### config.mk
export PLATFORM = sky130hd
export DESIGN_NAME = gp_port
export DESIGN_NICKNAME = d
export VERILOG_FILES = /design/src/shared/gp_pkg.sv /design/src/logic/gp_irq_detect.sv /design/src/logic/gp_port.sv
export SDC_FILE = /design/constraint.sdc
export NUM_CORES = 1
export LEC_CHECK = 0
export BUFFER_PORTS_ARGS = -buffer_cell sky130_fd_sc_hd__buf_4
export CAP_MARGIN = 20
export CORE_MARGIN = 4
export CORE_UTILIZATION = 46
export DETAILED_ROUTE_END_ITERATION = 8
export PLACE_DENSITY = 0.73
export SYNTH_ARGS = -nofsm -noshare
export SYNTH_HDL_FRONTEND = slang
export SYNTH_SLANG_ARGS = --single-unit
### constraint.sdc
create_clock -name clk -period 5.8 [get_ports clk]
set_clock_uncertainty 0.15 [all_clocks]
set_input_delay 0.87 -clock clk [delete_from_list [all_inputs] [get_ports clk]]
set_output_delay 0.87 -clock clk [all_outputs]
set_load 0.02 [all_outputs]
### src/shared/gp_pkg.sv
// Shared constants, types and helpers for the GPIO port block
package gp_pkg;
    localparam int GP_NPIN = 8;
    localparam int GP_MASK_LSB = 2;
    localparam int GP_ADC_PIN = 4;

    localparam logic [1:0] GP_DATA_SPAN = 2'b00;
    localparam logic [11:0] GP_OFF_DIR = 12'h400;
    localparam logic [11:0] GP_OFF_SENSE = 12'h404;
    localparam logic [11:0] GP_OFF_BOTH = 12'h408;
    localparam logic [11:0] GP_OFF_POL = 12'h40c;
    localparam logic [11:0] GP_OFF_MASK = 12'h410;
    localparam logic [11:0] GP_OFF_RAW = 12'h414;
    localparam logic [11:0] GP_OFF_MIS = 12'h418;
    localparam logic [11:0] GP_OFF_CLR = 12'h41c;
    localparam logic [11:0] GP_OFF_AFSEL = 12'h420;
    localparam logic [11:0] GP_OFF_DRV2 = 12'h500;
    localparam logic [11:0] GP_OFF_DRV4 = 12'h504;
    localparam logic [11:0] GP_OFF_DRV8 = 12'h508;
    localparam logic [11:0] GP_OFF_ODR = 12'h50c;
    localparam logic [11:0] GP_OFF_PUP = 12'h510;
    localparam logic [11:0] GP_OFF_PDN = 12'h514;
    localparam logic [11:0] GP_OFF_SLEW = 12'h518;
    localparam logic [11:0] GP_OFF_DEN = 12'h51c;
    localparam logic [11:0] GP_OFF_PID4 = 12'hfd0;
    localparam logic [11:0] GP_OFF_PID0 = 12'hfe0;
    localparam logic [11:0] GP_OFF_CID0 = 12'hff0;

    localparam logic [7:0] GP_RST_ZERO = 8'h00;
    localparam logic [7:0] GP_RST_DRV2 = 8'hff;
    localparam logic [7:0] GP_RST_PUP = 8'hff;
    localparam logic [7:0] GP_RST_DEN = 8'hff;
    localparam logic [7:0] GP_AFSEL_RST_B = 8'h80;
    localparam logic [7:0] GP_AFSEL_RST_C = 8'h0f;

    // Identification bytes, word 7 down to word 0; values are arbitrary
    localparam logic [63:0] GP_PID_BYTES = 64'h0000_0000_071e_3c5a;
    // Cell identification bytes, word 3 down to word 0; arbitrary
    localparam logic [31:0] GP_CID_BYTES = 32'h4433_2211;

    typedef enum logic [2:0] {
        GP_PORT_A = 3'b000,
        GP_PORT_B = 3'b001,
        GP_PORT_C = 3'b010,
        GP_PORT_D = 3'b011,
        GP_PORT_E = 3'b100
    } gp_port_t;

    typedef enum logic {
        GP_BUS_IDLE = 1'b0,
        GP_BUS_ANS = 1'b1
    } gp_bus_t;

    typedef struct packed {
        logic [7:0] drv2;
        logic [7:0] drv4;
        logic [7:0] drv8;
        logic [7:0] open_drain;
        logic [7:0] pull_up;
        logic [7:0] pull_down;
        logic [7:0] slew;
        logic [7:0] dig_en;
    } gp_pad_t;

    localparam gp_pad_t GP_PAD_RST = '{
        drv2: GP_RST_DRV2, drv4: GP_RST_ZERO, drv8: GP_RST_ZERO,
        open_drain: GP_RST_ZERO, pull_up: GP_RST_PUP,
        pull_down: GP_RST_ZERO, slew: GP_RST_ZERO, dig_en: GP_RST_DEN
    };

    function automatic logic [7:0] gp_afsel_reset(input gp_port_t p);
        gp_afsel_reset = GP_RST_ZERO;
        if (p == GP_PORT_B) begin
            gp_afsel_reset = GP_AFSEL_RST_B;
        end else if (p == GP_PORT_C) begin
            gp_afsel_reset = GP_AFSEL_RST_C;
        end
    endfunction

    function automatic logic [7:0] gp_merge(input logic [7:0] old_v,
            input logic [7:0] new_v, input logic [7:0] m);
        gp_merge = (old_v & ~m) | (new_v & m);
    endfunction

    function automatic logic [7:0] gp_id_byte(input logic [11:0] a);
        logic [2:0] idx;
        idx = {1'b0, a[3:2]};
        gp_id_byte = 8'h00;
        if (a[11:4] == GP_OFF_PID4[11:4]) begin
            gp_id_byte = GP_PID_BYTES[8 * (idx + 3'd4) +: 8];
        end else if (a[11:4] == GP_OFF_PID0[11:4]) begin
            gp_id_byte = GP_PID_BYTES[8 * idx +: 8];
        end else if (a[11:4] == GP_OFF_CID0[11:4]) begin
            gp_id_byte = GP_CID_BYTES[8 * idx +: 8];
        end
    endfunction
endpackage

### src/logic/gp_irq_detect.sv
// Per-pin edge and level interrupt detection for one port
`timescale 1ns/1ps
module gp_irq_detect
    import gp_pkg::*;
(
    input wire logic clk,
    input wire logic rst,
    input wire logic [7:0] pin_in,
    input wire logic [7:0] sense,
    input wire logic [7:0] both,
    input wire logic [7:0] polarity,
    input wire logic [7:0] clr,
    output logic [7:0] raw
);
    typedef struct packed {
        logic primed;
        logic [7:0] prev;
        logic [7:0] latch;
    } gp_det_t;

    gp_det_t s_q;
    gp_det_t s_d;
    logic [7:0] rise;
    logic [7:0] fall;
    logic [7:0] hit;

    always_comb begin
        s_d = s_q;
        // No edge is seen on the first cycle after reset
        rise = pin_in & ~s_q.prev & {8{s_q.primed}};
        fall = ~pin_in & s_q.prev & {8{s_q.primed}};
        hit = (both & (rise | fall))
            | (~both & polarity & rise)
            | (~both & ~polarity & fall);
        // A new edge in the clear cycle wins over the clear
        s_d.latch = (s_q.latch & ~clr) | (hit & ~sense);
        s_d.prev = pin_in;
        s_d.primed = 1'b1;
    end

    always_ff @(posedge clk) begin
        if (rst) begin
            s_q <= '0;
        end else begin
            s_q <= s_d;
        end
    end

    // Level pins follow the pin, unlatched; the source must hold it
    assign raw = (sense & ~(pin_in ^ polarity))
        | (~sense & s_q.latch);

    latch_hold_a: assert property (@(posedge clk) disable iff (rst)
        1 |=> (($past(s_q.latch) & ~$past(clr) & ~s_q.latch) == 8'h00))
        else $error("edge latch dropped without a clear");

    rise_set_a: assert property (@(posedge clk) disable iff (rst)
        (!sense[GP_ADC_PIN] && !both[GP_ADC_PIN] && polarity[GP_ADC_PIN]
        && rise[GP_ADC_PIN]) |=> s_q.latch[GP_ADC_PIN])
        else $error("rising edge did not latch");
endmodule

### src/logic/gp_port.sv
// One GPIO port: registers, masked data access, pads, interrupts
//
// Added by the designer: register access over Avalon-MM and the register offsets.
`timescale 1ns/1ps
module gp_port
    import gp_pkg::*;
#(
    parameter gp_port_t PORT_ID = GP_PORT_A,
    parameter logic [7:0] PIN_PRESENT = 8'hff
) (
    input wire logic clk,
    input wire logic rst,
    input wire logic [11:0] avs_address,
    input wire logic avs_read,
    input wire logic avs_write,
    input wire logic [31:0] avs_writedata,
    input wire logic [3:0] avs_byteenable,
    output logic [31:0] avs_readdata,
    output logic avs_waitrequest,
    input wire logic [7:0] pad_in,
    output logic [7:0] pad_out,
    output logic [7:0] pad_oe,
    output gp_pad_t pad_cfg,
    input wire logic [7:0] alt_out,
    input wire logic [7:0] alt_oe,
    output logic [7:0] alt_in,
    output logic irq,
    output logic adc_trigger
);
    typedef struct packed {
        gp_bus_t bus;
        logic [7:0] rdata;
        logic [7:0] dir;
        logic [7:0] data;
        logic [7:0] sense;
        logic [7:0] both;
        logic [7:0] polarity;
        logic [7:0] mask;
        logic [7:0] afsel;
        gp_pad_t pad;
        logic [7:0] alt_in;
        logic irq;
        logic mis_adc;
        logic adc_trig;
    } gp_state_t;

    localparam gp_state_t ST_RST = '{
        bus: GP_BUS_IDLE, rdata: GP_RST_ZERO, dir: GP_RST_ZERO,
        data: GP_RST_ZERO, sense: GP_RST_ZERO, both: GP_RST_ZERO,
        polarity: GP_RST_ZERO, mask: GP_RST_ZERO,
        afsel: gp_afsel_reset(PORT_ID),
        pad: GP_PAD_RST, alt_in: GP_RST_ZERO,
        irq: 1'b0, mis_adc: 1'b0, adc_trig: 1'b0
    };

    gp_state_t s_q;
    gp_state_t s_d;
    logic [7:0] raw;
    logic [7:0] mis;
    logic [7:0] clr;
    logic [7:0] rd;
    logic [7:0] wv;
    logic [7:0] in_sel;
    logic [7:0] out_v;
    logic [7:0] drv_en;
    logic req;
    logic wr_go;
    logic data_span;
    logic mis_any;

    gp_irq_detect u_detect (
        .clk(clk),
        .rst(rst),
        .pin_in(pad_in & s_q.pad.dig_en),
        .sense(s_q.sense),
        .both(s_q.both),
        .polarity(s_q.polarity),
        .clr(clr),
        .raw(raw)
    );

    assign req = avs_read | avs_write;
    assign data_span = avs_address[11:10] == GP_DATA_SPAN;
    assign wr_go = (s_q.bus == GP_BUS_ANS) & avs_write & avs_byteenable[0];
    // Absent pads are cut from every write
    assign wv = avs_writedata[7:0] & PIN_PRESENT;
    assign in_sel = ~s_q.dir & s_q.pad.dig_en & PIN_PRESENT;
    assign mis = raw & s_q.mask;
    assign mis_any = |mis;

    always_comb begin
        s_d = s_q;
        clr = 8'h00;
        rd = 8'h00;
        s_d.adc_trig = 1'b0;
        s_d.alt_in = pad_in & s_q.pad.dig_en;
        // Input pins capture the pad on every cycle without a data-span write
        s_d.data = (s_q.data & ~in_sel) | (pad_in & in_sel);
        if (data_span) begin
            rd = s_q.data & avs_address[9:GP_MASK_LSB];
        end else begin
            case (avs_address)
                GP_OFF_DIR: rd = s_q.dir;
                GP_OFF_SENSE: rd = s_q.sense;
                GP_OFF_BOTH: rd = s_q.both;
                GP_OFF_POL: rd = s_q.polarity;
                GP_OFF_MASK: rd = s_q.mask;
                GP_OFF_RAW: rd = raw;
                GP_OFF_MIS: rd = mis;
                GP_OFF_AFSEL: rd = s_q.afsel;
                GP_OFF_DRV2: rd = s_q.pad.drv2;
                GP_OFF_DRV4: rd = s_q.pad.drv4;
                GP_OFF_DRV8: rd = s_q.pad.drv8;
                GP_OFF_ODR: rd = s_q.pad.open_drain;
                GP_OFF_PUP: rd = s_q.pad.pull_up;
                GP_OFF_PDN: rd = s_q.pad.pull_down;
                GP_OFF_SLEW: rd = s_q.pad.slew;
                GP_OFF_DEN: rd = s_q.pad.dig_en;
                default: rd = gp_id_byte(avs_address);
            endcase
            rd = rd & PIN_PRESENT;
        end
        // Two-cycle answer keeps read data on a flip-flop
        unique case (s_q.bus)
            GP_BUS_IDLE: begin
                if (req) begin
                    s_d.bus = GP_BUS_ANS;
                    s_d.rdata = rd;
                end
            end
            GP_BUS_ANS: begin
                s_d.bus = GP_BUS_IDLE;
            end
        endcase
        if (wr_go && data_span) begin
            s_d.data = gp_merge(s_q.data, wv,
                avs_address[9:GP_MASK_LSB] & PIN_PRESENT);
        end else if (wr_go) begin
            case (avs_address)
                GP_OFF_DIR: s_d.dir = gp_merge(s_q.dir, wv, PIN_PRESENT);
                GP_OFF_SENSE: begin
                    s_d.sense = gp_merge(s_q.sense, wv, PIN_PRESENT);
                end
                GP_OFF_BOTH: begin
                    s_d.both = gp_merge(s_q.both, wv, PIN_PRESENT);
                end
                GP_OFF_POL: begin
                    s_d.polarity = gp_merge(s_q.polarity, wv, PIN_PRESENT);
                end
                GP_OFF_MASK: begin
                    s_d.mask = gp_merge(s_q.mask, wv, PIN_PRESENT);
                end
                GP_OFF_CLR: clr = wv;
                GP_OFF_AFSEL: begin
                    s_d.afsel = gp_merge(s_q.afsel, wv, PIN_PRESENT);
                end
                // Drive strengths exclude each other; the last write wins
                GP_OFF_DRV2: begin
                    s_d.pad.drv2 = gp_merge(s_q.pad.drv2, wv, PIN_PRESENT);
                    s_d.pad.drv4 = s_q.pad.drv4 & ~wv;
                    s_d.pad.drv8 = s_q.pad.drv8 & ~wv;
                end
                GP_OFF_DRV4: begin
                    s_d.pad.drv4 = gp_merge(s_q.pad.drv4, wv, PIN_PRESENT);
                    s_d.pad.drv2 = s_q.pad.drv2 & ~wv;
                    s_d.pad.drv8 = s_q.pad.drv8 & ~wv;
                end
                GP_OFF_DRV8: begin
                    s_d.pad.drv8 = gp_merge(s_q.pad.drv8, wv, PIN_PRESENT);
                    s_d.pad.drv2 = s_q.pad.drv2 & ~wv;
                    s_d.pad.drv4 = s_q.pad.drv4 & ~wv;
                end
                GP_OFF_ODR: begin
                    s_d.pad.open_drain =
                        gp_merge(s_q.pad.open_drain, wv, PIN_PRESENT);
                end
                GP_OFF_PUP: begin
                    s_d.pad.pull_up =
                        gp_merge(s_q.pad.pull_up, wv, PIN_PRESENT);
                    s_d.pad.pull_down = s_q.pad.pull_down & ~wv;
                end
                GP_OFF_PDN: begin
                    s_d.pad.pull_down =
                        gp_merge(s_q.pad.pull_down, wv, PIN_PRESENT);
                    s_d.pad.pull_up = s_q.pad.pull_up & ~wv;
                end
                GP_OFF_SLEW: begin
                    s_d.pad.slew = gp_merge(s_q.pad.slew, wv, PIN_PRESENT);
                end
                GP_OFF_DEN: begin
                    s_d.pad.dig_en =
                        gp_merge(s_q.pad.dig_en, wv, PIN_PRESENT);
                end
                default: s_d.bus = GP_BUS_IDLE;
            endcase
        end
        s_d.irq = mis_any;
        s_d.mis_adc = mis[GP_ADC_PIN];
        // One pulse per new unmasked event on the converter pin
        s_d.adc_trig = (PORT_ID == GP_PORT_B) && mis[GP_ADC_PIN]
            && !s_q.mis_adc;
    end

    always_ff @(posedge clk) begin
        if (rst) begin
            s_q <= ST_RST;
        end else begin
            s_q <= s_d;
        end
    end

    // Open drain never drives high; it releases instead
    assign out_v = (s_q.afsel & alt_out) | (~s_q.afsel & s_q.data);
    assign drv_en = (s_q.afsel & alt_oe) | (~s_q.afsel & s_q.dir);
    assign pad_out = out_v & ~s_q.pad.open_drain;
    assign pad_oe = drv_en & ~(s_q.pad.open_drain & out_v)
        & PIN_PRESENT;
    assign pad_cfg = s_q.pad;
    assign alt_in = s_q.alt_in;
    assign avs_readdata = {24'h000000, s_q.rdata};
    assign avs_waitrequest = req & (s_q.bus == GP_BUS_IDLE);
    assign irq = s_q.irq;
    assign adc_trigger = s_q.adc_trig;

    bus_answer_a: assert property (@(posedge clk) disable iff (rst)
        (req && s_q.bus == GP_BUS_IDLE) |-> avs_waitrequest
        ##1 !avs_waitrequest)
        else $error("bus answer not after one wait cycle");

    data_wmask_a: assert property (@(posedge clk) disable iff (rst)
        (wr_go && data_span) |=> (((s_q.data ^ $past(s_q.data))
        & ~$past(avs_address[9:2]) & $past(s_q.dir)) == 8'h00))
        else $error("masked data write touched an unselected bit");

    data_rmask_a: assert property (@(posedge clk) disable iff (rst)
        (avs_read && data_span && s_q.bus == GP_BUS_IDLE)
        |=> ((avs_readdata[7:0] & ~$past(avs_address[9:2])) == 8'h00))
        else $error("masked data read returned an unselected bit");

    input_capture_a: assert property (@(posedge clk)
        disable iff (rst)
        !(wr_go && data_span) |=> (((s_q.data ^ $past(pad_in))
        & $past(in_sel)) == 8'h00))
        else $error("input pin not captured into data");

    irq_merge_a: assert property (@(posedge clk) disable iff (rst)
        1 |=> (irq == $past(mis_any)))
        else $error("interrupt output not the OR of masked status");

    adc_pulse_a: assert property (@(posedge clk) disable iff (rst)
        adc_trigger |-> (PORT_ID == GP_PORT_B) && s_q.mis_adc
        ##1 !adc_trigger)
        else $error("converter trigger wrong port or longer than a pulse");

    reset_state_a: assert property (@(posedge clk) disable iff (rst)
        $past(rst) |-> (s_q.afsel == gp_afsel_reset(PORT_ID))
        && (s_q.dir == 8'h00) && !irq)
        else $error("pins not at reset defaults after reset");

    drain_high_a: assert property (@(posedge clk) disable iff (rst)
        (s_q.pad.open_drain & pad_oe & out_v) == 8'h00)
        else $error("open drain pin driven high");

    dir_write_a: assert property (@(posedge clk) disable iff (rst)
        (wr_go && avs_address == GP_OFF_DIR)
        |=> (s_q.dir == ($past(avs_writedata[7:0]) & PIN_PRESENT)))
        else $error("direction write wrong or reached an absent pin");

    // Catches a write path to dir, mask, sense, both or polarity that forgets the pad mask
    absent_pin_a: assert property (@(posedge clk) disable iff (rst)
        ((s_q.dir | s_q.mask | s_q.sense | s_q.both | s_q.polarity)
        & ~PIN_PRESENT) == 8'h00)
        else $error("absent pin holds a set control bit");

    read_answer_a: assert property (@(posedge clk) disable iff (rst)
        (avs_read && data_span && s_q.bus == GP_BUS_IDLE)
        |=> (avs_readdata[7:0] == ($past(s_q.data)
        & $past(avs_address[9:2]))))
        else $error("masked data read not the stored bits");

    alt_follow_a: assert property (@(posedge clk) disable iff (rst)
        1 |=> (alt_in == $past(pad_in & s_q.pad.dig_en)))
        else $error("peripheral input not the sampled pad");

    // Only port B pin 4 feeds the converter
    adc_port_a: assert property (@(posedge clk) disable iff (rst)
        (PORT_ID != GP_PORT_B) |-> !adc_trigger)
        else $error("converter trigger raised on a port other than B");
endmodule

* Word-level counts from Yosys, hierarchy flattened
Cells that the tools add are included.
** Storage, ports and cells
- Flip-flop bits (word level) :: 148
- Output and inout bits :: 123
** Operators by class
- Add/subtract/negate cells :: 1
- Eq/ne operators :: 20
- Shifts and indexed selects :: 3
- Multiplexer cells :: 17
- Bitwise logic cells :: 63
- Reduce and logical (&&, ||, !) cells :: 18
** Operators with widths (number)
- $and A8 B8 Y8 :: 33
- $eq A12 B11 Y1 const B :: 17
- $pmux W8 S16 :: 1
- $not A8 Y8 :: 14
- $or A8 B8 Y8 :: 9
- $pmux W24 S3 :: 1
- $mux W8 :: 8
- $shiftx A64 B6 Y8 const A :: 1
- $shiftx A64 B8 Y8 const A :: 1
- $reduce_and A3 Y1 :: 11
- $pmux W16 S2 :: 1
- $shiftx A32 B6 Y8 const A :: 1
- $eq A8 B8 Y1 const B :: 3
- $mux W17 :: 1
- $reduce_or A15 Y1 :: 1
- $mux W9 :: 1
- $reduce_or A8 Y1 :: 1
- $xor A8 B8 Y8 :: 1
- $add A2 B3 Y4 const B :: 1
- $and A1 B1 Y1 :: 3
- $mux W1 :: 3
- $reduce_bool A3 Y1 :: 1
- $logic_not A2 Y1 :: 1
- $not A1 Y1 :: 2
- other kinds (5) :: 5

* Logic depth before layout (Yosys ltp)
Gate-level depths: netlist of the first run.
- Word-level depth :: 13
- Mapped depth :: 9

* Hierarchy
A second synthesis of the first run with hierarchy kept.
** Second synthesis, totals
- Cells, all modules :: 1188
- Area, all modules :: 9354.0 um^2
** Modules (own cells, without submodules)
- gp_port :: instances 1, cells each 1082, area an instance 8416.8 um^2
- gp_irq_detect :: instances 1, cells each 106, area an instance 937.1 um^2

* Worst setup path after synthesis of the first run
Ideal clock, no wire load.
- Path kind :: input -> register
- Start :: in avs_address[2]
- End :: reg s_q[100] (netlist name)
- Arrival :: 2.631 ns
- Setup slack :: 2.891 ns
- Stages on the path :: 8
- Path through :: inv_1 ha_1 clkbuf_1 buf_1 buf_1 nand4_2 mux2i_1 nor2_1
** Between the ends
- Word-level cells in the longest chain between the ends :: 2
** Ends and longest elaborated chain
- start, declared :: RTL line gp_port.sv:13 : input wire logic [11:0] avs_address,
- $eq A12 B11 Y1 :: RTL line gp_port.sv:139 : case (avs_address)
- $reduce_and A3 Y1 (no line)
- end signal, assigned :: RTL line gp_port.sv:206 : s_q <= ST_RST;
- end signal, assigned :: RTL line gp_port.sv:208 : s_q <= s_d;
- end, declared :: RTL line gp_port.sv:56 : gp_state_t s_q;
Every way passes these cells.
A chain may end at the register's enable or synchronous reset.

* Worst setup path after layout of the first run
- Start :: in avs_address[6]
- End :: reg s_q, in the netlist pad_cfg[0]
The elaborated chain is that of the path after synthesis.

==> summary.md, run 1 <==
| Metric | Value |
|---|---|
| Status | finished, final reports clean |
| Cell taking the most area after synthesis | dfxtp_1 |
| IR drop worst, VDD | 0.194 mV |
| Starting DRT DRC Count | 1018 |
| Reg area | 2940 um^2 |
| Routed Antenna Nets | 0 |
| Post-DP HPWL | about 24 mm |
| #FFs+latches synth | approximately 150 |
| Worst setup EP type | flop |
| Die width | around 150 um |
| Area grow syn2layout | 11.9% |
| Die height | 147 um |
| Mapped Cells | ~1100 |
| Die ar. | 21500 um^2 |
| Hold WC Path Type | flop to flop |
| Share of flip-flops with an asynchronous set or reset | 0% |
| Seq/Total Area, Yosys | 33.3% |
| Unrepaired setup endpoints after global routing | no |
| GPL Wtd Cong | 0.986 |
| Vias in the first global route | 7900 |
| Total CTS buffers | 17 |
| Commonest cells after routing, fill and taps aside | 154 x buf_4, 147 x dfxtp_1, 91 x nand2_1, 84 x o21ai_0, 79 x nor2_1 |
| Most used DFF post-synth | dfxtp_1 |
| GRT Residual Overflow | 0 |
| PortBufs | approximately 150 |
| Total wire length | 33.0 mm |
| Layout fillers | 1787 |
| Placed instance area | 9340 um^2 |
| Worst-path clk slew | 60 ps |
| Layout cells sized above 1 | 20.9% |
| Hold Fails Final Rpt | 0 |
| Post-synth EDFFs | 0 |
| Synth area leaders | dfxtp_1 33%, buf_4 9.1%, mux2i_1 7.5%, o21ai_0 4.8%, nand2_1 3.9% |
| Final instance area | 9900 um^2 |
| Synth Area per Inst | 8.25 um^2 |
| Fmax | approximately 0.28 GHz |
| Minimum clock period | between 3000 and 4000 ps |
| Synthesized area | between 8000 and 9000 um^2 |
| CP Launch Type | input pin |
| Setup Buffers After CTS | 0 |
| Critical Path RT | 5910 ps |
| P_leak | about 4 nW |
| Final worst-path cycle share | 61.9% |
| Syn. warnings | 0 |
| Ant. Diodes | 0 |
| Initial Util | 47.0% |
| First-pass GRT wire length | 49.3 mm |
| FP Rows | 50 |
| # clock sinks | 147 |
| Synth unique cells | approximately 80 |
| Slew Viols, Final | 0 |
| Area of the multi-input gates | 4800 um^2 |
| CTS tree | built |
| CTS H-Tree Depth | 4 |
| Final setup violation count | 0 |
| NumNets Final | 1175 |
| # hold bufs at CTS | 0 |
| Drt drc | 0 |
| Critical path data arrival time | 3700 ps |
| CP Max Fanout | 16 |
| Initial antenna violation count | 1 |
| GRT Util Overall | 29.6% |
| Post_cts resized | 0 |
| Rel. slew slack | 36.1% |
| Most common cell after layout, fill and taps aside | buf_4 |
| CTS Buffer Depth | 2 |
| PD cells | 243 nW/um^2 |
| Setup_tns | 0 ps |
| Largest net degree at the start of global routing | 72 |
| Via count | around 8500 |
| Clk Latency, worst-skew pair | around 430 ps |
| Ports | just under 200 |
| Worst-margin pin slew | roughly 950 ps |
| Avg Vias per Cell | 6.20 |
| Max-Cap Viols | 0 |
| Critical path class | input pin to flop |
| Drt wl/cell | 24.2 um |
| Core Box Area | about 19000 um^2 |
| Top cell type's share of synthesized area | about 33% |
| CTS root buf | clkbuf_16 |
| Reg2reg setup slack | ~2900 ps |
| Initial DRT Pass Iterations | 8 |
[report_power, final]
group / total [mW] / internal [mW] / leakage [nW] / switching (mW)
registers: 1.05 / 1.03 / 1.19 / 0.0194
logic: 0.287 / 0.0940 / 2.49 / 0.193
clock network: 1.07 / 0.594 / 0.265 / 0.477
total: 2.40 / 1.71 / 3.95 / 0.689
[logic make-up (layout without fill, tap and decap cells)]
logic type,after synthesis,count (layout),synth area share (%)
buf+inv,207,216,13.5
compound gates,310,310,23.4
simple gates,303,303,17.8
flops,147,147,33.3
mux,80,80,9.38
other cells,1,25,0.0424
xor+xnor,17,17,1.68
fa+ha+maj,7,7,0.990
[per-layer routing]
metal,share of wire (%),vias to the layer above,global-route usage [%]
met1,42,4025,41.0
li1,-,3786,-
met3,11,107,7.42
met2,42,543,42.8
met4,5.1,2,14.7
met5,0.039,-,0
[critical path: stages]
cell	delay [ps]
buf_4	150
or4_1	950
nor3_2	620
nand3_1	680
nand2_1	280
o211ai_1	120
[state kept, by name (all words and copies together) (netlist names), named ones only]
signal,flops
pad_cfg,64
s_q,49
u_detect.s_q,9
alt_in,8
avs_readdata,8
irq,1
[Yosys cell counts, types with 9 or more instances]
cell	number
nor2_1	79
inv_1	28
nor2b_1	42
o211ai_1	11
a22oi_1	13
o21ai_0	84
dfxtp_1	147
a211oi_1	19
xor2_1	9
mux2_2	13
a32o_1	11
a221o_1	10
a31oi_1	23
buf_1	17
nand3_1	17
nand2_1	91
clkbuf_1	48
mux2i_1	66
a21oi_1	63
buf_4	107
[path summary, 6_finish.rpt]
path                         from              end  cells after the start
hold reg to reg   u_detect.s_q[7]  u_detect.s_q[7]                      2
setup reg to reg       pad_cfg[1]  avs_readdata[1]                      5
hold / removal    u_detect.s_q[7]  u_detect.s_q[7]                      2
setup / recovery   avs_address[6]       pad_cfg[0]                      6
[metrics by stage]
step	setup slack [ps]	instances	util [%]	hold slack (ps)	power [mW]
6_report	2210	1365	52.6	331	2.40
5_1_grt	2220	1365	52.6	363	2.47
4_1_cts	2340	1364	52.5	331	2.40
3_5_place_dp	1960	1332	49.6	321	1.35
3_3_place_gp	1970	1332	49.6	312	1.35
2_1_floorplan	2890	1096	-	299	1.26
[final cells by class]
cell class	instances	share of cell area, %
well taps	260	3.29
clock buffers	18	4.34
inverters	29	1.10
flip-flops and latches	147	29.7
multi-input cells	742	48.5
clock inverters	14	1.28
repair buffers	155	11.8
Note: power is estimated with default switching activity, not from simulation.
==> run 2, diff against run 1 <==
--- a/config.mk
+++ b/config.mk
@@ -5,6 +5,7 @@
 export SDC_FILE = /design/constraint.sdc
 export NUM_CORES = 1
 export LEC_CHECK = 0
+export ABC_AREA = 1
 export BUFFER_PORTS_ARGS = -buffer_cell sky130_fd_sc_hd__buf_4
 export CAP_MARGIN = 20
 export CORE_MARGIN = 4
==> constraint.sdc (replaced) <==
create_clock -name clk -period 3.55 [get_ports clk]
set_clock_uncertainty 0.15 [all_clocks]
set_input_delay 0.5325 -clock clk [delete_from_list [all_inputs] [get_ports clk]]
set_output_delay 0.5325 -clock clk [all_outputs]
set_load 0.02 [all_outputs]
==> summary.md, run 2 <==
| Metric | Value |
|---|---|
| Critical Path RT | roughly 2900 ps |
| Setup Buffers After CTS | 0 |
| Die ar. | 21500 um^2 |
| CTS H-Tree Depth | 4 |
| Critical path data arrival time | 1850 ps |
| Most used DFF post-synth | dfxtp_1 |
| R2R depth | 10 |
| CP Max Fanout | 4 |
| Drt drc | 0 |
| Routed Antenna Nets | 0 |
| Final setup violation count | 0 |
| Hold Fails Final Rpt | 0 |
| CTS tree | built |
| Final instance area | 10100 um^2 |
| Synthesized area | 8840 um^2 |
| GRT Residual Overflow | 0 |
| Rel. slew slack | between 40% and 50% |
| Hold WC Path Type | input pin to flop |
| Die width | 147 um |
| Max-Cap Viols | 0 |
| Inst Count DP | 1608 |
| First-pass GRT wire length | 47.3 mm |
| Most frequent cell after synthesis | nand2_1 |
| Unrepaired setup endpoints after global routing | no |
| Worst-margin pin slew | 763 ps |
| Slew Viols, Final | 0 |
| Worst-path clk slew | 60 ps |
| Drt wl/cell | 19.2 um |
| Total CTS buffers | 17 |
| Fmax | 0.395 GHz |
| WHS Path Cells | 3 |
| PD cells | 410 nW/um^2 |
| CP Launch Type | flop |
| Top cell type's share of synthesized area | 33.3% |
| Initial DRT Pass Iterations | 6 |
| Placed instance area | 9430 um^2 |
| Post-synth EDFFs | 0 |
| Largest net degree at the start of global routing | between 50 and 60 |
| Minimum clock period | 2530 ps |
| Starting DRT DRC Count | 1062 |
| Via count | about 9200 |
| # clock sinks | 147 |
| GRT Util Overall | between 20% and 30% |
| Initial antenna violation count | 0 |
| NumNets Final | between 1000 and 1500 |
| Final worst-path cycle share | 71.3% |
| IR drop worst, VDD | 0.379 mV |
| Ant. Diodes | 0 |
| CTS Buffer Depth | 2 |
| Mapped Cells | ~1300 |
| Setup_tns | 0 ps |
| Synth area leaders | dfxtp_1 33%, nand2_1 12%, buf_4 9.1%, o21ai_0 8.0%, nor2_1 5.7% |
| Commonest cells after routing, fill and taps aside | 277 x nand2_1, 160 x buf_4, 147 x dfxtp_1, 141 x o21ai_0, 135 x nor2_1 |
| #FFs+latches synth | 147 |
| Die height | 147 um |
| Share of flip-flops with an asynchronous set or reset | 0% |
| Initial Util | about 47% |
| Ports | 199 |
| Total wire length | 31.6 mm |
| P_leak | between 4 and 5 nW |
| Post-DP HPWL | 23.0 mm |
| Synth unique cells | 41 |
| Most common cell after layout, fill and taps aside | nand2_1 |
| Worst setup EP type | primary output |
| GPL Wtd Cong | between 1 and 1.5 |
| Seq/Total Area, Yosys | 33.3% |
| FP Rows | 50 |
| Cell taking the most area after synthesis | dfxtp_1 |
| Avg Vias per Cell | about 5.6 |
| Area grow syn2layout | 14.2% |
| Number of flip-flops in the largest register | 64 |
| Fin Hold WS | approximately 250 ps |
| Syn. warnings | 0 |
| Synth Area per Inst | 6.71 um^2 |
| CTS root buf | clkbuf_16 |
| PortBufs | 146 |
| Clk Latency, worst-skew pair | between 400 and 500 ps |
| Critical path class | flop to primary output |
| Post_cts resized | 0 |
| Core Box Area | 18800 um^2 |
| Final std cells w/o fill | around 1600 |
| # hold bufs at CTS | 0 |
| Status | finished, final reports clean |
| Vias in the first global route | 8363 |
| Commonest cells post-synth | 277 x nand2_1, 147 x dfxtp_1, 141 x o21ai_0, 135 x nor2_1, 134 x inv_1 |
| Layout cells sized above 1 | 18.0% |
-- run 2: cell types whose count changed after synthesis, moves of 12 or more --
cell and change:
mux2_2 -13, a21oi_1 +22, buf_2 +12, nor2_1 +56, mux2i_1 -66, o21ai_0 +57
o21ai_1 +17, buf_1 -16, inv_1 +106, clkbuf_1 -23, nand2_1 +186, nand3_1 +42
nor2b_1 -42
-- run 2: metrics by stage --
step                      utilization, %  power (mW)  worst slack [ps]
after floorplan                        -        1.96              1450
after global placement              50.1        2.08               813
after detailed placement            50.1        2.08               767
after CTS                           53.6        4.13              1100
after global routing                53.6        4.23               945
final                               53.6        4.14              1020
-- run 2: metal layers --
layer,part of all wire [%],GRT usage [%]
met4,4.7,13.1
met3,12,5.28
met2,45,43.7
met5,0,0
met1,39,38.1
-- run 2: worst max-delay path: stages, from the launching register on --
cell and delay (ps):
dfxtp_1 360, inv_1 90, o21ai_0 440, o21ai_0 290, inv_1 100, buf_4 140
-- run 2: report_power, final --
part	switching [mW]	leakage, nW	internal (mW)
Combinational	0.249	3.13	0.112
Sequential	0.0166	1.19	1.67
Clock	0.752	0.326	1.33
-- run 2: final timing paths --
| kind | from | to | slack [ps] |
|---|---|---|---|
| max | s_q[80] | pad_oe[5] | 1020 |
| min | pad_in[1] | alt_in[1] | 250 |
| max reg2reg | s_q[139] | pad_cfg[42] | 1290 |
| min reg2reg | u_detect.s_q[4] | u_detect.s_q[4] | 310 |
-- run 2: final cells by class --
type / instances / area (um^2)
Clock buffer: 18 / 439
Sequential cell: 147 / 2940
Tap cell: 260 / 325
Fill cell: 1869 / 8730
Inverter: 142 / 537
Multi-Input combinational cell: 899 / 4420
Clock inverter: 14 / 233
Timing Repair Buffer: 160 / 1200
-- run 2: cells by family after synthesis --
kind of cell | count (synthesis) | share of synthesized area (%)
AO/OA/AOI/OAI | 336 | 21.8
adder cells (fa/ha/maj) | 7 | 0.991
AND/OR/NAND/NOR | 524 | 25.5
other | 1 | 0.0424
XOR/XNOR | 7 | 0.694
buffers and inverters | 296 | 17.7
flip-flops | 147 | 33.3
